==> src/common/pc_ctx_pkg.sv <==
// Package with constants for the program counter and fast context block.
package pc_ctx_pkg;
    localparam int PC_WIDTH = 21;
    localparam int UPPER_WIDTH = 5;
    localparam int PHASE_WIDTH = 2;
    localparam logic [1:0] PHASE_ONE = 2'h0;
    localparam logic [1:0] PHASE_TWO = 2'h1;
    localparam logic [1:0] PHASE_THREE = 2'h2;
    localparam logic [1:0] PHASE_FOUR = 2'h3;
    localparam logic [20:0] PC_STEP = 21'h00_0002;
    localparam logic [20:0] PC_RESET = 21'h00_0000;
    localparam logic [7:0] BYTE_ZERO = 8'h00;
    localparam logic [15:0] WORD_ZERO = 16'h0000;
    // APB register map (byte addresses).
    localparam logic [7:0] ADDR_COUNTER_LOW = 8'h00;
    localparam logic [7:0] ADDR_MIDDLE_LATCH = 8'h04;
    localparam logic [7:0] ADDR_UPPER_LATCH = 8'h08;
    localparam logic [7:0] ADDR_PC_STATUS = 8'h0C;
    localparam logic [7:0] ADDR_INSTR = 8'h10;
    // Mask that keeps the word-aligned counter's low bit cleared.
    localparam logic [20:0] ALIGN_MASK = 21'h1F_FFFE;
endpackage

==> src/rtl/fast_context_store.sv <==
// One-deep shadow store for status, working and bank select registers.
`timescale 1ns/10ps
module fast_context_store (
    // Clock and reset
    input wire logic clk_in,
    input wire logic resetn_in,
    // Save and restore controls
    input wire logic save_in,
    input wire logic restore_in,
    // Live register values
    input wire logic [7:0] status_in,
    input wire logic [7:0] working_register_in,
    input wire logic [7:0] bank_select_register_in,
    // Shadow values and restore strobe
    output logic [7:0] status_out,
    output logic [7:0] working_register_out,
    output logic [7:0] bank_select_register_out,
    output logic restore_valid_out
);
    // A single entry; every save overwrites it with no nesting.
    always_ff @(posedge clk_in) begin // [RULE1] [RULE5]
        if (!resetn_in) begin
            status_out <= pc_ctx_pkg::BYTE_ZERO;
            working_register_out <= pc_ctx_pkg::BYTE_ZERO;
            bank_select_register_out <= pc_ctx_pkg::BYTE_ZERO;
        end else if (save_in) begin
            status_out <= status_in;
            working_register_out <= working_register_in;
            bank_select_register_out <= bank_select_register_in;
        end
    end

    always_ff @(posedge clk_in) begin // [RULE4]
        if (!resetn_in) begin
            restore_valid_out <= 1'b0;
        end else begin
            restore_valid_out <= restore_in;
        end
    end

    chk_save_overwrites: assert property (@(posedge clk_in) disable iff (!resetn_in) // [RULE5]
        save_in |=> working_register_out == $past(working_register_in))
        else $error("Shadow store did not take the new value.");
    chk_hold_idle: assert property (@(posedge clk_in) disable iff (!resetn_in) // [RULE1]
        !save_in |=> $stable(status_out) && $stable(bank_select_register_out))
        else $error("Shadow store changed without a save.");
endmodule // fast_context_store

==> src/rtl/pc_sequencer.sv <==
// Program counter sequencing with latches, phase clocks and fast context.
//
// Function
// RULE1: Shadow store is exactly one entry deep.
// RULE2: Software cannot read or write shadow store.
// RULE3: Interrupt vectoring saves status, working, bank registers.
// RULE4: Fast return restores them; plain return does not.
// RULE5: High priority entry overwrites low priority save.
// RULE6: Fast call saves; fast return restores.
// RULE7: Software saves registers when priorities nest.
// RULE8: Counter is 21 bits, byte addressed.
// RULE9: Only low byte accessible; upper bytes via latches.
// RULE10: Counter bit zero always reads zero.
// RULE11: Sequential execution advances by two.
// RULE12: Calls, jumps, branches load counter directly.
// RULE13: Low byte write loads upper bytes from latches.
// RULE14: Low byte read copies upper bytes into latches.
// RULE15: Clock divided by four into four phases.
// RULE16: Increment in phase one, latch instruction phase four.
// RULE17: Latched instruction executes during next cycle.
// RULE18: Reset clears counter and both latches.
//
// Added by the designer: the register addresses and register access over APB.
`timescale 1ns/10ps
module pc_sequencer #(
    parameter int PC_BITS = pc_ctx_pkg::PC_WIDTH
) (
    // Clock and reset
    input wire logic clk_in,
    input wire logic resetn_in,
    // APB slave
    input wire logic psel_in,
    input wire logic penable_in,
    input wire logic pwrite_in,
    input wire logic [7:0] paddr_in,
    input wire logic [31:0] pwdata_in,
    output logic [31:0] prdata_out,
    output logic pready_out,
    output logic pslverr_out,
    // Core fetch and decode
    input wire logic [15:0] fetch_word_in,
    input wire logic load_pc_in,
    input wire logic [20:0] load_target_in,
    input wire logic irq_vector_in,
    input wire logic fast_call_in,
    input wire logic fast_return_in,
    // Live core registers
    input wire logic [7:0] status_in,
    input wire logic [7:0] working_register_in,
    input wire logic [7:0] bank_select_register_in,
    // Outputs to the core
    output logic [20:0] pc_out,
    output logic [15:0] instr_out,
    output logic [1:0] phase_out,
    output logic phase_one_out,
    output logic phase_four_out,
    output logic exec_valid_out,
    output logic restore_valid_out,
    output logic [7:0] restore_status_out,
    output logic [7:0] restore_working_out,
    output logic [7:0] restore_bank_out
);
    typedef enum logic [1:0] {
        PH_ONE = 2'b00,
        PH_TWO = 2'b01,
        PH_THREE = 2'b10,
        PH_FOUR = 2'b11
    } phase_t;

    phase_t phase;
    phase_t next_phase;
    logic [20:0] pc;
    logic [7:0] middle_byte_latch;
    logic [4:0] upper_byte_latch;
    logic [15:0] instr;
    logic instr_valid;
    logic exec_valid;
    logic [31:0] prdata;
    logic pready;
    logic pslverr;
    logic ctx_save;
    logic ctx_restore;
    logic ctx_restore_valid;
    logic [7:0] ctx_status;
    logic [7:0] ctx_working;
    logic [7:0] ctx_bank;

    function automatic logic addr_is(input logic [7:0] a, input logic [7:0] target);
        addr_is = (a == target);
    endfunction

    // APB decode; the access phase takes two cycles, with pready raised in the second.
    wire apb_access = psel_in && penable_in && !pready;
    wire apb_wr = apb_access && pwrite_in;
    wire apb_rd = apb_access && !pwrite_in;
    wire hit_low = addr_is(paddr_in, pc_ctx_pkg::ADDR_COUNTER_LOW);
    wire hit_mid = addr_is(paddr_in, pc_ctx_pkg::ADDR_MIDDLE_LATCH);
    wire hit_up = addr_is(paddr_in, pc_ctx_pkg::ADDR_UPPER_LATCH);
    wire hit_stat = addr_is(paddr_in, pc_ctx_pkg::ADDR_PC_STATUS);
    wire hit_instr = addr_is(paddr_in, pc_ctx_pkg::ADDR_INSTR);
    wire hit_any = hit_low || hit_mid || hit_up || hit_stat || hit_instr;
    wire low_write = apb_wr && hit_low; // [RULE9]
    wire low_read = apb_rd && hit_low; // [RULE9]
    wire mid_write = apb_wr && hit_mid;
    wire up_write = apb_wr && hit_up;

    // Phase counter: input clock divided by four.
    always_comb begin // [RULE15]
        case (phase)
            PH_ONE: next_phase = PH_TWO;
            PH_TWO: next_phase = PH_THREE;
            PH_THREE: next_phase = PH_FOUR;
            default: next_phase = PH_ONE;
        endcase
    end

    wire in_phase_one = (phase == PH_ONE);
    wire in_phase_four = (phase == PH_FOUR);

    // Counter source priority: low byte write, direct load, then increment.
    wire [20:0] latch_target = {upper_byte_latch, middle_byte_latch, pwdata_in[7:0]};
    wire [20:0] incremented = pc + pc_ctx_pkg::PC_STEP; // [RULE11]
    wire [20:0] next_pc_raw = low_write ? latch_target : // [RULE13]
        load_pc_in ? load_target_in : // [RULE12]
        in_phase_one ? incremented : pc; // [RULE16]
    wire [20:0] next_pc = next_pc_raw & pc_ctx_pkg::ALIGN_MASK; // [RULE10] [RULE8]

    always_ff @(posedge clk_in) begin
        if (!resetn_in) begin
            phase <= PH_ONE;
        end else begin
            phase <= next_phase;
        end
    end

    always_ff @(posedge clk_in) begin // [RULE18]
        if (!resetn_in) begin
            pc <= pc_ctx_pkg::PC_RESET;
        end else begin
            pc <= next_pc;
        end
    end

    // A low byte write outranks a direct load, which outranks the phase one step.
    chk_pc_aligned: assert property (@(posedge clk_in) disable iff (!resetn_in) // [RULE10]
        pc[0] == 1'b0)
        else $error("Counter bit zero is set.");
    chk_pc_step: assert property (@(posedge clk_in) disable iff (!resetn_in) // [RULE11]
        in_phase_one && !low_write && !load_pc_in |=> pc == $past(pc) + pc_ctx_pkg::PC_STEP)
        else $error("Counter did not advance by two.");
    chk_pc_hold: assert property (@(posedge clk_in) disable iff (!resetn_in) // [RULE16]
        !in_phase_one && !low_write && !load_pc_in |=> $stable(pc))
        else $error("Counter moved outside phase one.");
    chk_direct_load: assert property (@(posedge clk_in) disable iff (!resetn_in) // [RULE12]
        load_pc_in && !low_write |=> pc == ($past(load_target_in) & pc_ctx_pkg::ALIGN_MASK))
        else $error("Direct load did not reach the counter.");
    chk_low_write: assert property (@(posedge clk_in) disable iff (!resetn_in) // [RULE13]
        low_write |=> pc[20:8] == {$past(upper_byte_latch), $past(middle_byte_latch)})
        else $error("Low byte write did not take the latches.");
    chk_low_full: assert property (@(posedge clk_in) disable iff (!resetn_in) // [RULE13]
        low_write |=> pc == ($past(latch_target) & pc_ctx_pkg::ALIGN_MASK))
        else $error("Low byte write did not set the whole counter.");
    chk_reset_clear: assert property (@(posedge clk_in) // [RULE18]
        !resetn_in |=> pc == pc_ctx_pkg::PC_RESET && middle_byte_latch == pc_ctx_pkg::BYTE_ZERO
            && upper_byte_latch == '0)
        else $error("Reset did not clear counter and latches.");

    // Latches: software writes, or a low byte read copies the counter's upper bytes.
    always_ff @(posedge clk_in) begin // [RULE18]
        if (!resetn_in) begin
            middle_byte_latch <= pc_ctx_pkg::BYTE_ZERO;
            upper_byte_latch <= 5'h00;
        end else if (low_read) begin // [RULE14]
            middle_byte_latch <= pc[15:8];
            upper_byte_latch <= pc[20:16];
        end else begin
            if (mid_write) begin
                middle_byte_latch <= pwdata_in[7:0];
            end
            if (up_write) begin
                upper_byte_latch <= pwdata_in[4:0];
            end
        end
    end

    chk_low_read: assert property (@(posedge clk_in) disable iff (!resetn_in) // [RULE14]
        low_read |=> {upper_byte_latch, middle_byte_latch} == $past(pc[20:8]))
        else $error("Low byte read did not copy upper bytes.");
    chk_latch_hold: assert property (@(posedge clk_in) disable iff (!resetn_in) // [RULE9]
        !low_read && !mid_write && !up_write |=> $stable({upper_byte_latch, middle_byte_latch}))
        else $error("Latch changed without an access.");
    chk_mid_write: assert property (@(posedge clk_in) disable iff (!resetn_in) // [RULE9]
        mid_write |=> middle_byte_latch == $past(pwdata_in[7:0]))
        else $error("Middle latch write was lost.");
    chk_up_write: assert property (@(posedge clk_in) disable iff (!resetn_in) // [RULE9]
        up_write |=> upper_byte_latch == $past(pwdata_in[4:0]))
        else $error("Upper latch write was lost.");

    // Instruction register latched in phase four, executed during the next cycle.
    always_ff @(posedge clk_in) begin // [RULE16] [RULE17]
        if (!resetn_in) begin
            instr <= pc_ctx_pkg::WORD_ZERO;
            instr_valid <= 1'b0;
            exec_valid <= 1'b0;
        end else begin
            if (in_phase_four) begin
                instr <= fetch_word_in;
                instr_valid <= 1'b1;
            end
            exec_valid <= instr_valid;
        end
    end

    chk_fetch_q4: assert property (@(posedge clk_in) disable iff (!resetn_in) // [RULE16]
        in_phase_four |=> instr == $past(fetch_word_in))
        else $error("Instruction not latched in phase four.");
    chk_instr_hold: assert property (@(posedge clk_in) disable iff (!resetn_in) // [RULE16]
        !in_phase_four |=> $stable(instr))
        else $error("Instruction register changed outside phase four.");
    chk_instr_valid: assert property (@(posedge clk_in) disable iff (!resetn_in) // [RULE16]
        in_phase_four |=> instr_valid)
        else $error("Latched instruction not flagged.");
    chk_exec_next: assert property (@(posedge clk_in) disable iff (!resetn_in) // [RULE17]
        in_phase_four |=> ##1 exec_valid)
        else $error("Latched instruction not marked for execution.");
    chk_exec_follows: assert property (@(posedge clk_in) disable iff (!resetn_in) // [RULE17]
        exec_valid == $past(instr_valid))
        else $error("Execution flag does not trail the latch flag.");

    // Shadow store has no bus path; only vectoring, fast call and return reach it.
    assign ctx_save = irq_vector_in || fast_call_in; // [RULE2] [RULE3] [RULE6]
    assign ctx_restore = fast_return_in; // [RULE4] [RULE6]

    fast_context_store u_ctx (
        .clk_in(clk_in),
        .resetn_in(resetn_in),
        .save_in(ctx_save),
        .restore_in(ctx_restore),
        .status_in(status_in),
        .working_register_in(working_register_in),
        .bank_select_register_in(bank_select_register_in),
        .status_out(ctx_status),
        .working_register_out(ctx_working),
        .bank_select_register_out(ctx_bank),
        .restore_valid_out(ctx_restore_valid)
    );

    chk_irq_save: assert property (@(posedge clk_in) disable iff (!resetn_in) // [RULE3]
        irq_vector_in |=> ctx_status == $past(status_in)
            && ctx_working == $past(working_register_in)
            && ctx_bank == $past(bank_select_register_in))
        else $error("Interrupt entry did not save context.");
    chk_fast_call: assert property (@(posedge clk_in) disable iff (!resetn_in) // [RULE6]
        fast_call_in |=> ctx_status == $past(status_in)
            && ctx_working == $past(working_register_in)
            && ctx_bank == $past(bank_select_register_in))
        else $error("Fast call did not save context.");
    chk_fast_ret: assert property (@(posedge clk_in) disable iff (!resetn_in) // [RULE4]
        fast_return_in |=> restore_valid_out)
        else $error("Fast return gave no restore strobe.");
    chk_plain_return: assert property (@(posedge clk_in) disable iff (!resetn_in) // [RULE4]
        !fast_return_in |=> !restore_valid_out)
        else $error("Restore strobe without a fast return.");
    chk_shadow_private: assert property (@(posedge clk_in) disable iff (!resetn_in) // [RULE2]
        apb_access && !ctx_save |=> $stable(ctx_status) && $stable(ctx_working)
            && $stable(ctx_bank))
        else $error("Bus access changed the shadow store.");

    // Read mux; unmapped addresses answer with an error and zero data.
    wire [31:0] rd_mux = hit_low ? {24'h00_0000, pc[7:0]} :
        hit_mid ? {24'h00_0000, middle_byte_latch} :
        hit_up ? {27'h000_0000, upper_byte_latch} :
        hit_stat ? {27'h000_0000, exec_valid, instr_valid, phase, 1'b0} :
        hit_instr ? {16'h0000, instr} : 32'h0000_0000;

    always_ff @(posedge clk_in) begin
        if (!resetn_in) begin
            pready <= 1'b0;
            pslverr <= 1'b0;
            prdata <= 32'h0000_0000;
        end else begin
            pready <= apb_access;
            pslverr <= apb_access && !hit_any;
            prdata <= apb_rd ? rd_mux : 32'h0000_0000;
        end
    end

    chk_pready_pulse: assert property (@(posedge clk_in) disable iff (!resetn_in) // [RULE9]
        pready |=> !pready)
        else $error("Ready stood longer than one cycle.");
    chk_error_pulse: assert property (@(posedge clk_in) disable iff (!resetn_in) // [RULE2]
        pslverr |-> pready)
        else $error("Error flag without ready.");
    chk_mapped_ok: assert property (@(posedge clk_in) disable iff (!resetn_in) // [RULE9]
        apb_access && hit_any |=> !pslverr)
        else $error("Mapped access answered with an error.");
    chk_low_rdata: assert property (@(posedge clk_in) disable iff (!resetn_in) // [RULE9]
        low_read |=> prdata[7:0] == $past(pc[7:0]))
        else $error("Low byte read returned wrong data.");
    chk_mid_rdata: assert property (@(posedge clk_in) disable iff (!resetn_in) // [RULE9]
        apb_rd && hit_mid |=> prdata[7:0] == $past(middle_byte_latch))
        else $error("Middle latch read returned wrong data.");
    chk_up_rdata: assert property (@(posedge clk_in) disable iff (!resetn_in) // [RULE9]
        apb_rd && hit_up |=> prdata[4:0] == $past(upper_byte_latch))
        else $error("Upper latch read returned wrong data.");
    chk_instr_rdata: assert property (@(posedge clk_in) disable iff (!resetn_in) // [RULE16]
        apb_rd && hit_instr |=> prdata[15:0] == $past(instr))
        else $error("Instruction read returned wrong data.");

    assign prdata_out = prdata;
    assign pready_out = pready;
    assign pslverr_out = pslverr;
    assign pc_out = pc;
    assign instr_out = instr;
    assign phase_out = phase;
    assign exec_valid_out = exec_valid;
    assign restore_valid_out = ctx_restore_valid;
    assign restore_status_out = ctx_status;
    assign restore_working_out = ctx_working;
    assign restore_bank_out = ctx_bank;

    always_ff @(posedge clk_in) begin
        if (!resetn_in) begin
            // Reset parks the phase in phase one, so its flag starts high.
            phase_one_out <= 1'b1;
            phase_four_out <= 1'b0;
        end else begin
            phase_one_out <= (next_phase == PH_ONE);
            phase_four_out <= (next_phase == PH_FOUR);
        end
    end

    chk_phase_cycle: assert property (@(posedge clk_in) disable iff (!resetn_in) // [RULE15]
        phase == PH_ONE |=> phase == PH_TWO ##1 phase == PH_THREE ##1 phase == PH_FOUR)
        else $error("Phase sequence broken.");
    chk_phase_wrap: assert property (@(posedge clk_in) disable iff (!resetn_in) // [RULE15]
        phase == PH_FOUR |=> phase == PH_ONE)
        else $error("Phase four did not wrap to phase one.");
    chk_phase_one_flag: assert property (@(posedge clk_in) disable iff (!resetn_in) // [RULE15]
        phase_one_out == (phase == PH_ONE))
        else $error("Phase one flag disagrees with the phase.");
    chk_phase_four_flag: assert property (@(posedge clk_in) disable iff (!resetn_in) // [RULE15]
        phase_four_out == (phase == PH_FOUR))
        else $error("Phase four flag disagrees with the phase.");
endmodule // pc_sequencer

==> config.mk <==
export PLATFORM = sky130hd
export DESIGN_NAME = pc_sequencer
export DESIGN_NICKNAME = d
export VERILOG_FILES = /design/src/common/pc_ctx_pkg.sv /design/src/rtl/fast_context_store.sv /design/src/rtl/pc_sequencer.sv
export SDC_FILE = /design/constraint.sdc
export NUM_CORES = 1
export LEC_CHECK = 0
export BUFFER_PORTS_ARGS = -buffer_cell sky130_fd_sc_hd__buf_2
export CORE_AREA = 2 2 104 106
export DETAILED_ROUTE_END_ITERATION = 10
export DIE_AREA = 0 0 106 108
export GPL_TIMING_DRIVEN = 0
export PLACE_DENSITY_LB_ADDON = 0.1
export SETUP_SLACK_MARGIN = 0.15
export SKIP_LAST_GASP = 1
export SLEW_MARGIN = 15
export SYNTH_ARGS = -nofsm -noshare
export SYNTH_HDL_FRONTEND = slang
export SYNTH_SLANG_ARGS = --single-unit
==> constraint.sdc <==
create_clock -name clk_in -period 2.46 [get_ports clk_in]
set_input_delay 0 -clock clk_in [delete_from_list [all_inputs] [get_ports clk_in]]
set_output_delay 0 -clock clk_in [all_outputs]
set_load 0.05 [all_outputs]
* Word level (Yosys, flattened, before mapping)
Cells that the tools add are included.
** Cells by class
- Multiplexer cells :: 13
- Bitwise gates (word level) :: 3
- Equal/unequal tests :: 8
- Add/subtract/negate cells :: 1
- Reductions and logical operators :: 26
** Operator list (count)
- 21-bit 2-to-1 mux :: 3
- 8-bit 2-to-1 mux :: 7
- 21-bit by 2-bit adder with 21-bit output, second input constant :: 1
- 8-bit by 4-bit == test with 1-bit output, second input constant :: 2
- 5-bit 2-to-1 mux :: 2
- 1-bit logical AND :: 9
- 8-bit by 3-bit == test with 1-bit output, second input constant :: 1
- 8-bit by 5-bit == test with 1-bit output, second input constant :: 1
- 8-bit zero test :: 1
- 7-bit OR reduction :: 1
- 2-bit == test, second input constant :: 3
- 2-bit one-hot mux with 3 select lines :: 1
- 6-bit OR reduction :: 1
- 1-bit logical OR :: 5
- 2-bit zero test :: 2
- 2-bit nonzero test :: 2
- 1-bit zero test :: 3
- 1-bit inverter :: 3
- 3-bit nonzero test :: 1
- 2-bit by 1-bit == test with 1-bit output, second input constant :: 1
- 2-bit AND reduction :: 1
** Storage, ports and cells
- Output and inout port bits :: 101
- Logic and storage cells :: 70
- Input port bits :: 110
- Register bits :: 115

* Logic depth before layout (Yosys ltp)
- Depth in word-level cells :: 7
- Mapped depth :: 8
- Mapped depth without buffers :: 7

* Modules after synthesis
A second synthesis with hierarchy kept.
** Second synthesis, totals
- Cell total of the unflattened synthesis :: 516
- Area, all modules :: 4780.8 um2
** Modules (own cells, without submodules)
- pc_sequencer :: area each 3824.9 um2, cells an instance 437, seq. area each 1461.4 um2, instances 1
- fast_context_store :: area each 955.9 um2, cells an instance 79, seq. area each 500.5 um2, instances 1

* Least setup slack after synthesis
Ideal clock, no wire load.
- Path kind :: register to register
- Start :: register pc[6], in the netlist pc_out[6]
- End :: register pc[19], in the netlist pc_out[19]
- Clock period less this slack :: 2.384 ns
- Cell stages (with the launch flop) :: 7
- Data arrival time :: 2.261 ns
- Data required time :: 2.337 ns
- Path slack :: 0.076 ns
- Buffers on the path :: 1
- Library setup time :: 0.123 ns
- Cell sequence :: dfxtp_1 nand4_2 or4_1 clkbuf_1 or4_1 nand4_1 a31oi_1
** Between the ends
- Longest elaborated chain between the ends :: 4
** RTL lines
- start: declaration :: line pc_sequencer.sv:72 : logic [20:0] pc;
- start signal: assignment :: line pc_sequencer.sv:138 : pc <= pc_ctx_pkg::PC_RESET;
- start signal: assignment :: line pc_sequencer.sv:140 : pc <= next_pc;
- 21-bit by 2-bit adder with 21-bit output :: line pc_sequencer.sv:122 : wire [20:0] incremented = pc + pc_ctx_pkg::PC_STEP;
- 21-bit 2-to-1 mux :: line pc_sequencer.sv:125 : in_phase_one ? incremented : pc;
- 21-bit 2-to-1 mux :: line pc_sequencer.sv:124 : load_pc_in ? load_target_in :
- 21-bit 2-to-1 mux :: line pc_sequencer.sv:123 : wire [20:0] next_pc_raw = low_write ? latch_target :
No other way between the ends. The select of a mux whose other input is x is not followed.
A chain may end at the register's enable or synchronous reset.

* Final worst setup path
Ends and elaborated chain as after synthesis.

==> key figures <==
Timing
  – Worst-margin pin slew: 845.4 ps
  – Clk_skew: 13.50 ps
  – Max Clock Freq: ~460 MHz
  – Unrepaired setup endpoints after global routing: no
  – Crit path time final: 2173 ps
  – Tcrit/Tclk final: 88.35%
  – Setup TNS: 0 ps
  – Hold Slack: around 31 ps
  – # setup viols final: 0
  – Max_slew headroom: 43.17%
  – Final hold viol count: 0
  – Fin. max-slew vios: 0

Layout
  – Area of the multi-input gates: 0.002477 mm^2
  – Most frequent cells in the layout: 167 x buf_2, 94 x dfxtp_1, 87 x nand2_1, 72 x dlygate4sd3_1, 32 x a21boi_0
  – N_diodes: 0
  – Nets: between 900 and 1000
  – Share of cells above drive strength 1: 27.80%
  – Most common cell after layout, fill and taps aside: buf_2
  – Synth-to-Final Area Change: 42.14%
  – Reg area: around 0.0020 mm^2
  – Fillers: about 870

Pwr
  – Switching Share: 40.56%
  – Leakage dissipation: 0.002902 uW
  – Part of the power in the clock network: 23.1%
  – Power Internal: 2585 uW
  – Sequential share of power: 43.1%
  – Peak supply drop: 363.1 uV
  – Pwr Density: 648.9 mW/mm^2
  – Sw power: 1764 uW
  – Logic pwr share: 33.8%

Logic synthesis
  – Most used DFF post-synth: dfxtp_1
  – Number of synthesized flops with an enable pin: 0
  – Post-Synth Adder-Cell Area: 1.592%
  – Synthesis-stage register bit count: a little under 100
  – Synthesized cell area: approximately 0.0047 mm^2
  – Synth Area in Simple Gates: 23.20%
  – Mux share of post-synthesis cell area: 6.794%
  – Async SR Flop Fraction: 0%
  – Combinational family with the most area after synthesis: simple AND/OR/NAND/NOR gates
  – Post-synthesis sequential area ratio: 41.61%
  – Avg Cell Area, Syn: 8.572 um^2
  – Post-synth cell types: 59
  – Compound-cell area share of the yosys netlist: roughly 17%
  – Synthesized instance count: between 500 and 600
  – Fraction of synthesized cell area in xor and xnor cells: under 10%
  – Warnings, synthesis: 0

Detailed routing
  – Avg WL per Cell: 16.41 um
  – Initial DRC count: 292
  – Routed vias/inst: 5.203
  – Vias: 4974
  – TritonRoute pass-1 iters: 5
  – Final ANT Viol Nets: 0
  – DRC Markers: 0
  – Drt total wl: between 15000 and 20000 um

Clock tree
  – Clk Latency, worst-skew pair: approximately 380 ps
  – Clock root buffer: clkbuf_8
  – Sink Count: 98
  – Num CTS Buffers: 9
  – H-tree depth: 3
  – CTS Buffer Depth: 2
  – CTS tree: yes
  – Clock transition at path regs: 100 ps

Critical path
  – Crit path max fanout: 9
  – CP Class: reg -> reg
  – Setup crit start kind: flip-flop
  – CP Capture Type: flip-flop
  – Worst path required time: 2730 ps
  – Crit path arrival time: 2440 ps

Floorplanning
  – Initial Util: between 40% and 50%
  – DIE WIDTH: around 110 um
  – # rows: 37
  – Die Span Y: around 110 um
  – Die area: 0.01145 mm^2
  – Io pins: 211
  – Core Region: 0.01023 mm^2

GRT
  – Largest net degree at the start of global routing: 19
  – Initial antenna violation count: 0
  – Global-route wire length before repair: roughly 24000 um
  – Overall Global Routing Usage: between 20% and 30%
  – Grt total ovfl: 0
  – Vias in the first global route: around 4900

Placed design
  – RD Place Congestion: 0.8834
  – DP Wirelength: 11200 um
  – Count of input and output buffers: around 160

Outcome
  – Outcome: finished, final reports clean

Flow run
  – # Max-Cap Violations: 0

Worst hold path
  – Min-Delay Path Class: in -> reg
## state kept, by name (all words and copies together), names as in the netlist, 5 cells and up
name                            count
middle_byte_latch                   8
u_ctx.bank_select_register_out      8
pc_out                             20
instr_out                          16
u_ctx.status_out                    8
prdata_out                         16
upper_byte_latch                    5
u_ctx.working_register_out          8
## through the flow
| step | instances | util, % | instance area, um^2 | power [uW] | setup WS, ps |
|---|---|---|---|---|---|
| floorplan | 566 | - | 4778 | 2868 | 155.8 |
| global placement | 866 | 56.39 | 5769 | 3255 | 221.2 |
| detailed placement | 866 | 56.39 | 5769 | 3268 | 216.4 |
| CTS | 954 | 65.24 | 6675 | 4347 | 188.3 |
| global route | 956 | 65.50 | 6701 | 4539 | 185.4 |
| finish | 956 | 65.50 | 6701 | 4349 | 286.7 |
## layer usage
layer	track usage, %	part of all wire (%)	wire, um	vias to the layer above
met5	0	0	0	-
met4	12.50	2.8	432	0
met2	46.68	48	7471	206
li1	-	-	-	2412
met3	4.159	6.3	991	33
met1	34.07	43	6789	2323
## logic make-up after synthesis
group | Yosys count
AO/OA/AOI/OAI | 119
buffers and inverters | 67
adder cells (fa/ha/maj) | 6
XOR/XNOR | 15
flip-flops | 98
other | 1
multiplexers | 30
AND/OR/NAND/NOR | 214
## final timing paths
kind / startpoint / to / slack [ps] / depth (start not counted)
setup / recovery: pc_out[6]$_SDFFE_PN0P_ / pc_out[19]$_SDFFE_PN0P_ / 290 / 6
hold / removal: paddr_in[3] / prdata_out[4]$_SDFF_PN0_ / 30 / 4
setup reg to reg: pc_out[6]$_SDFFE_PN0P_ / pc_out[19]$_SDFFE_PN0P_ / 290 / 6
hold reg to reg: u_ctx.bank_select_register_out[5]$_SDFFE_PN0P_ / u_ctx.bank_select_register_out[5]$_SDFFE_PN0P_ / 460 / 2
## power by group through the flow
stage	clock (uW)	combinational [uW]	sequential [uW]
final	1000	1470	1870
after detailed placement	0	1360	1910
after global placement	0	1350	1900
after CTS	1020	1450	1870
after floorplan	0	571	2300
after global routing	1080	1570	1890
## what timing repair did
item | CTS | global route
hold buffers | 72 | 0
setup buffers | 0 | 2
endpoints found under the setup margin | 0 | 21
endpoints found under the hold margin | 73 | 0
resized for setup | 0 | 7
## synthesized netlist by cell type, types with 5 or more instances
library cell / n / area share (%)
o211ai_1: 6 / 0.96
nor2_1: 28 / 2.2
nand4_1: 6 / 0.80
buf_4: 17 / 2.7
dfxtp_1: 98 / 42
and2_1: 12 / 1.6
nand3_1: 22 / 2.3
a22oi_1: 8 / 1.3
nor2b_1: 19 / 2.5
nor4_1: 7 / 0.93
mux2i_1: 26 / 5.5
nand2_1: 87 / 6.9
o21ai_0: 26 / 2.8
nor3_1: 7 / 0.74
a31oi_1: 5 / 0.66
a21oi_1: 20 / 2.1
ha_1: 6 / 1.6
a21boi_0: 32 / 5.1
xor2_1: 6 / 1.1
clkbuf_1: 31 / 2.5
xnor2_1: 9 / 1.7
inv_1: 12 / 0.96
## critical path: stages, from the launching register on
cell	delay [ps]
dfxtp_2	430
nand4_2	230
or4_1	560
clkbuf_2	210
or4_1	440
nand4_1	110
a31oi_1	90
## area by class of cell
type / count / share of cell area, %
well taps: 136 / 2.539
clock inverters: 7 / 0.9149
inverters: 12 / 0.6721
multi-input cells: 401 / 36.97
clock buffers: 9 / 1.848
plain buffers: 55 / 4.481
flip-flops and latches: 98 / 29.35
repair buffers: 238 / 23.23
Note: power is estimated with default switching activity, not from simulation.
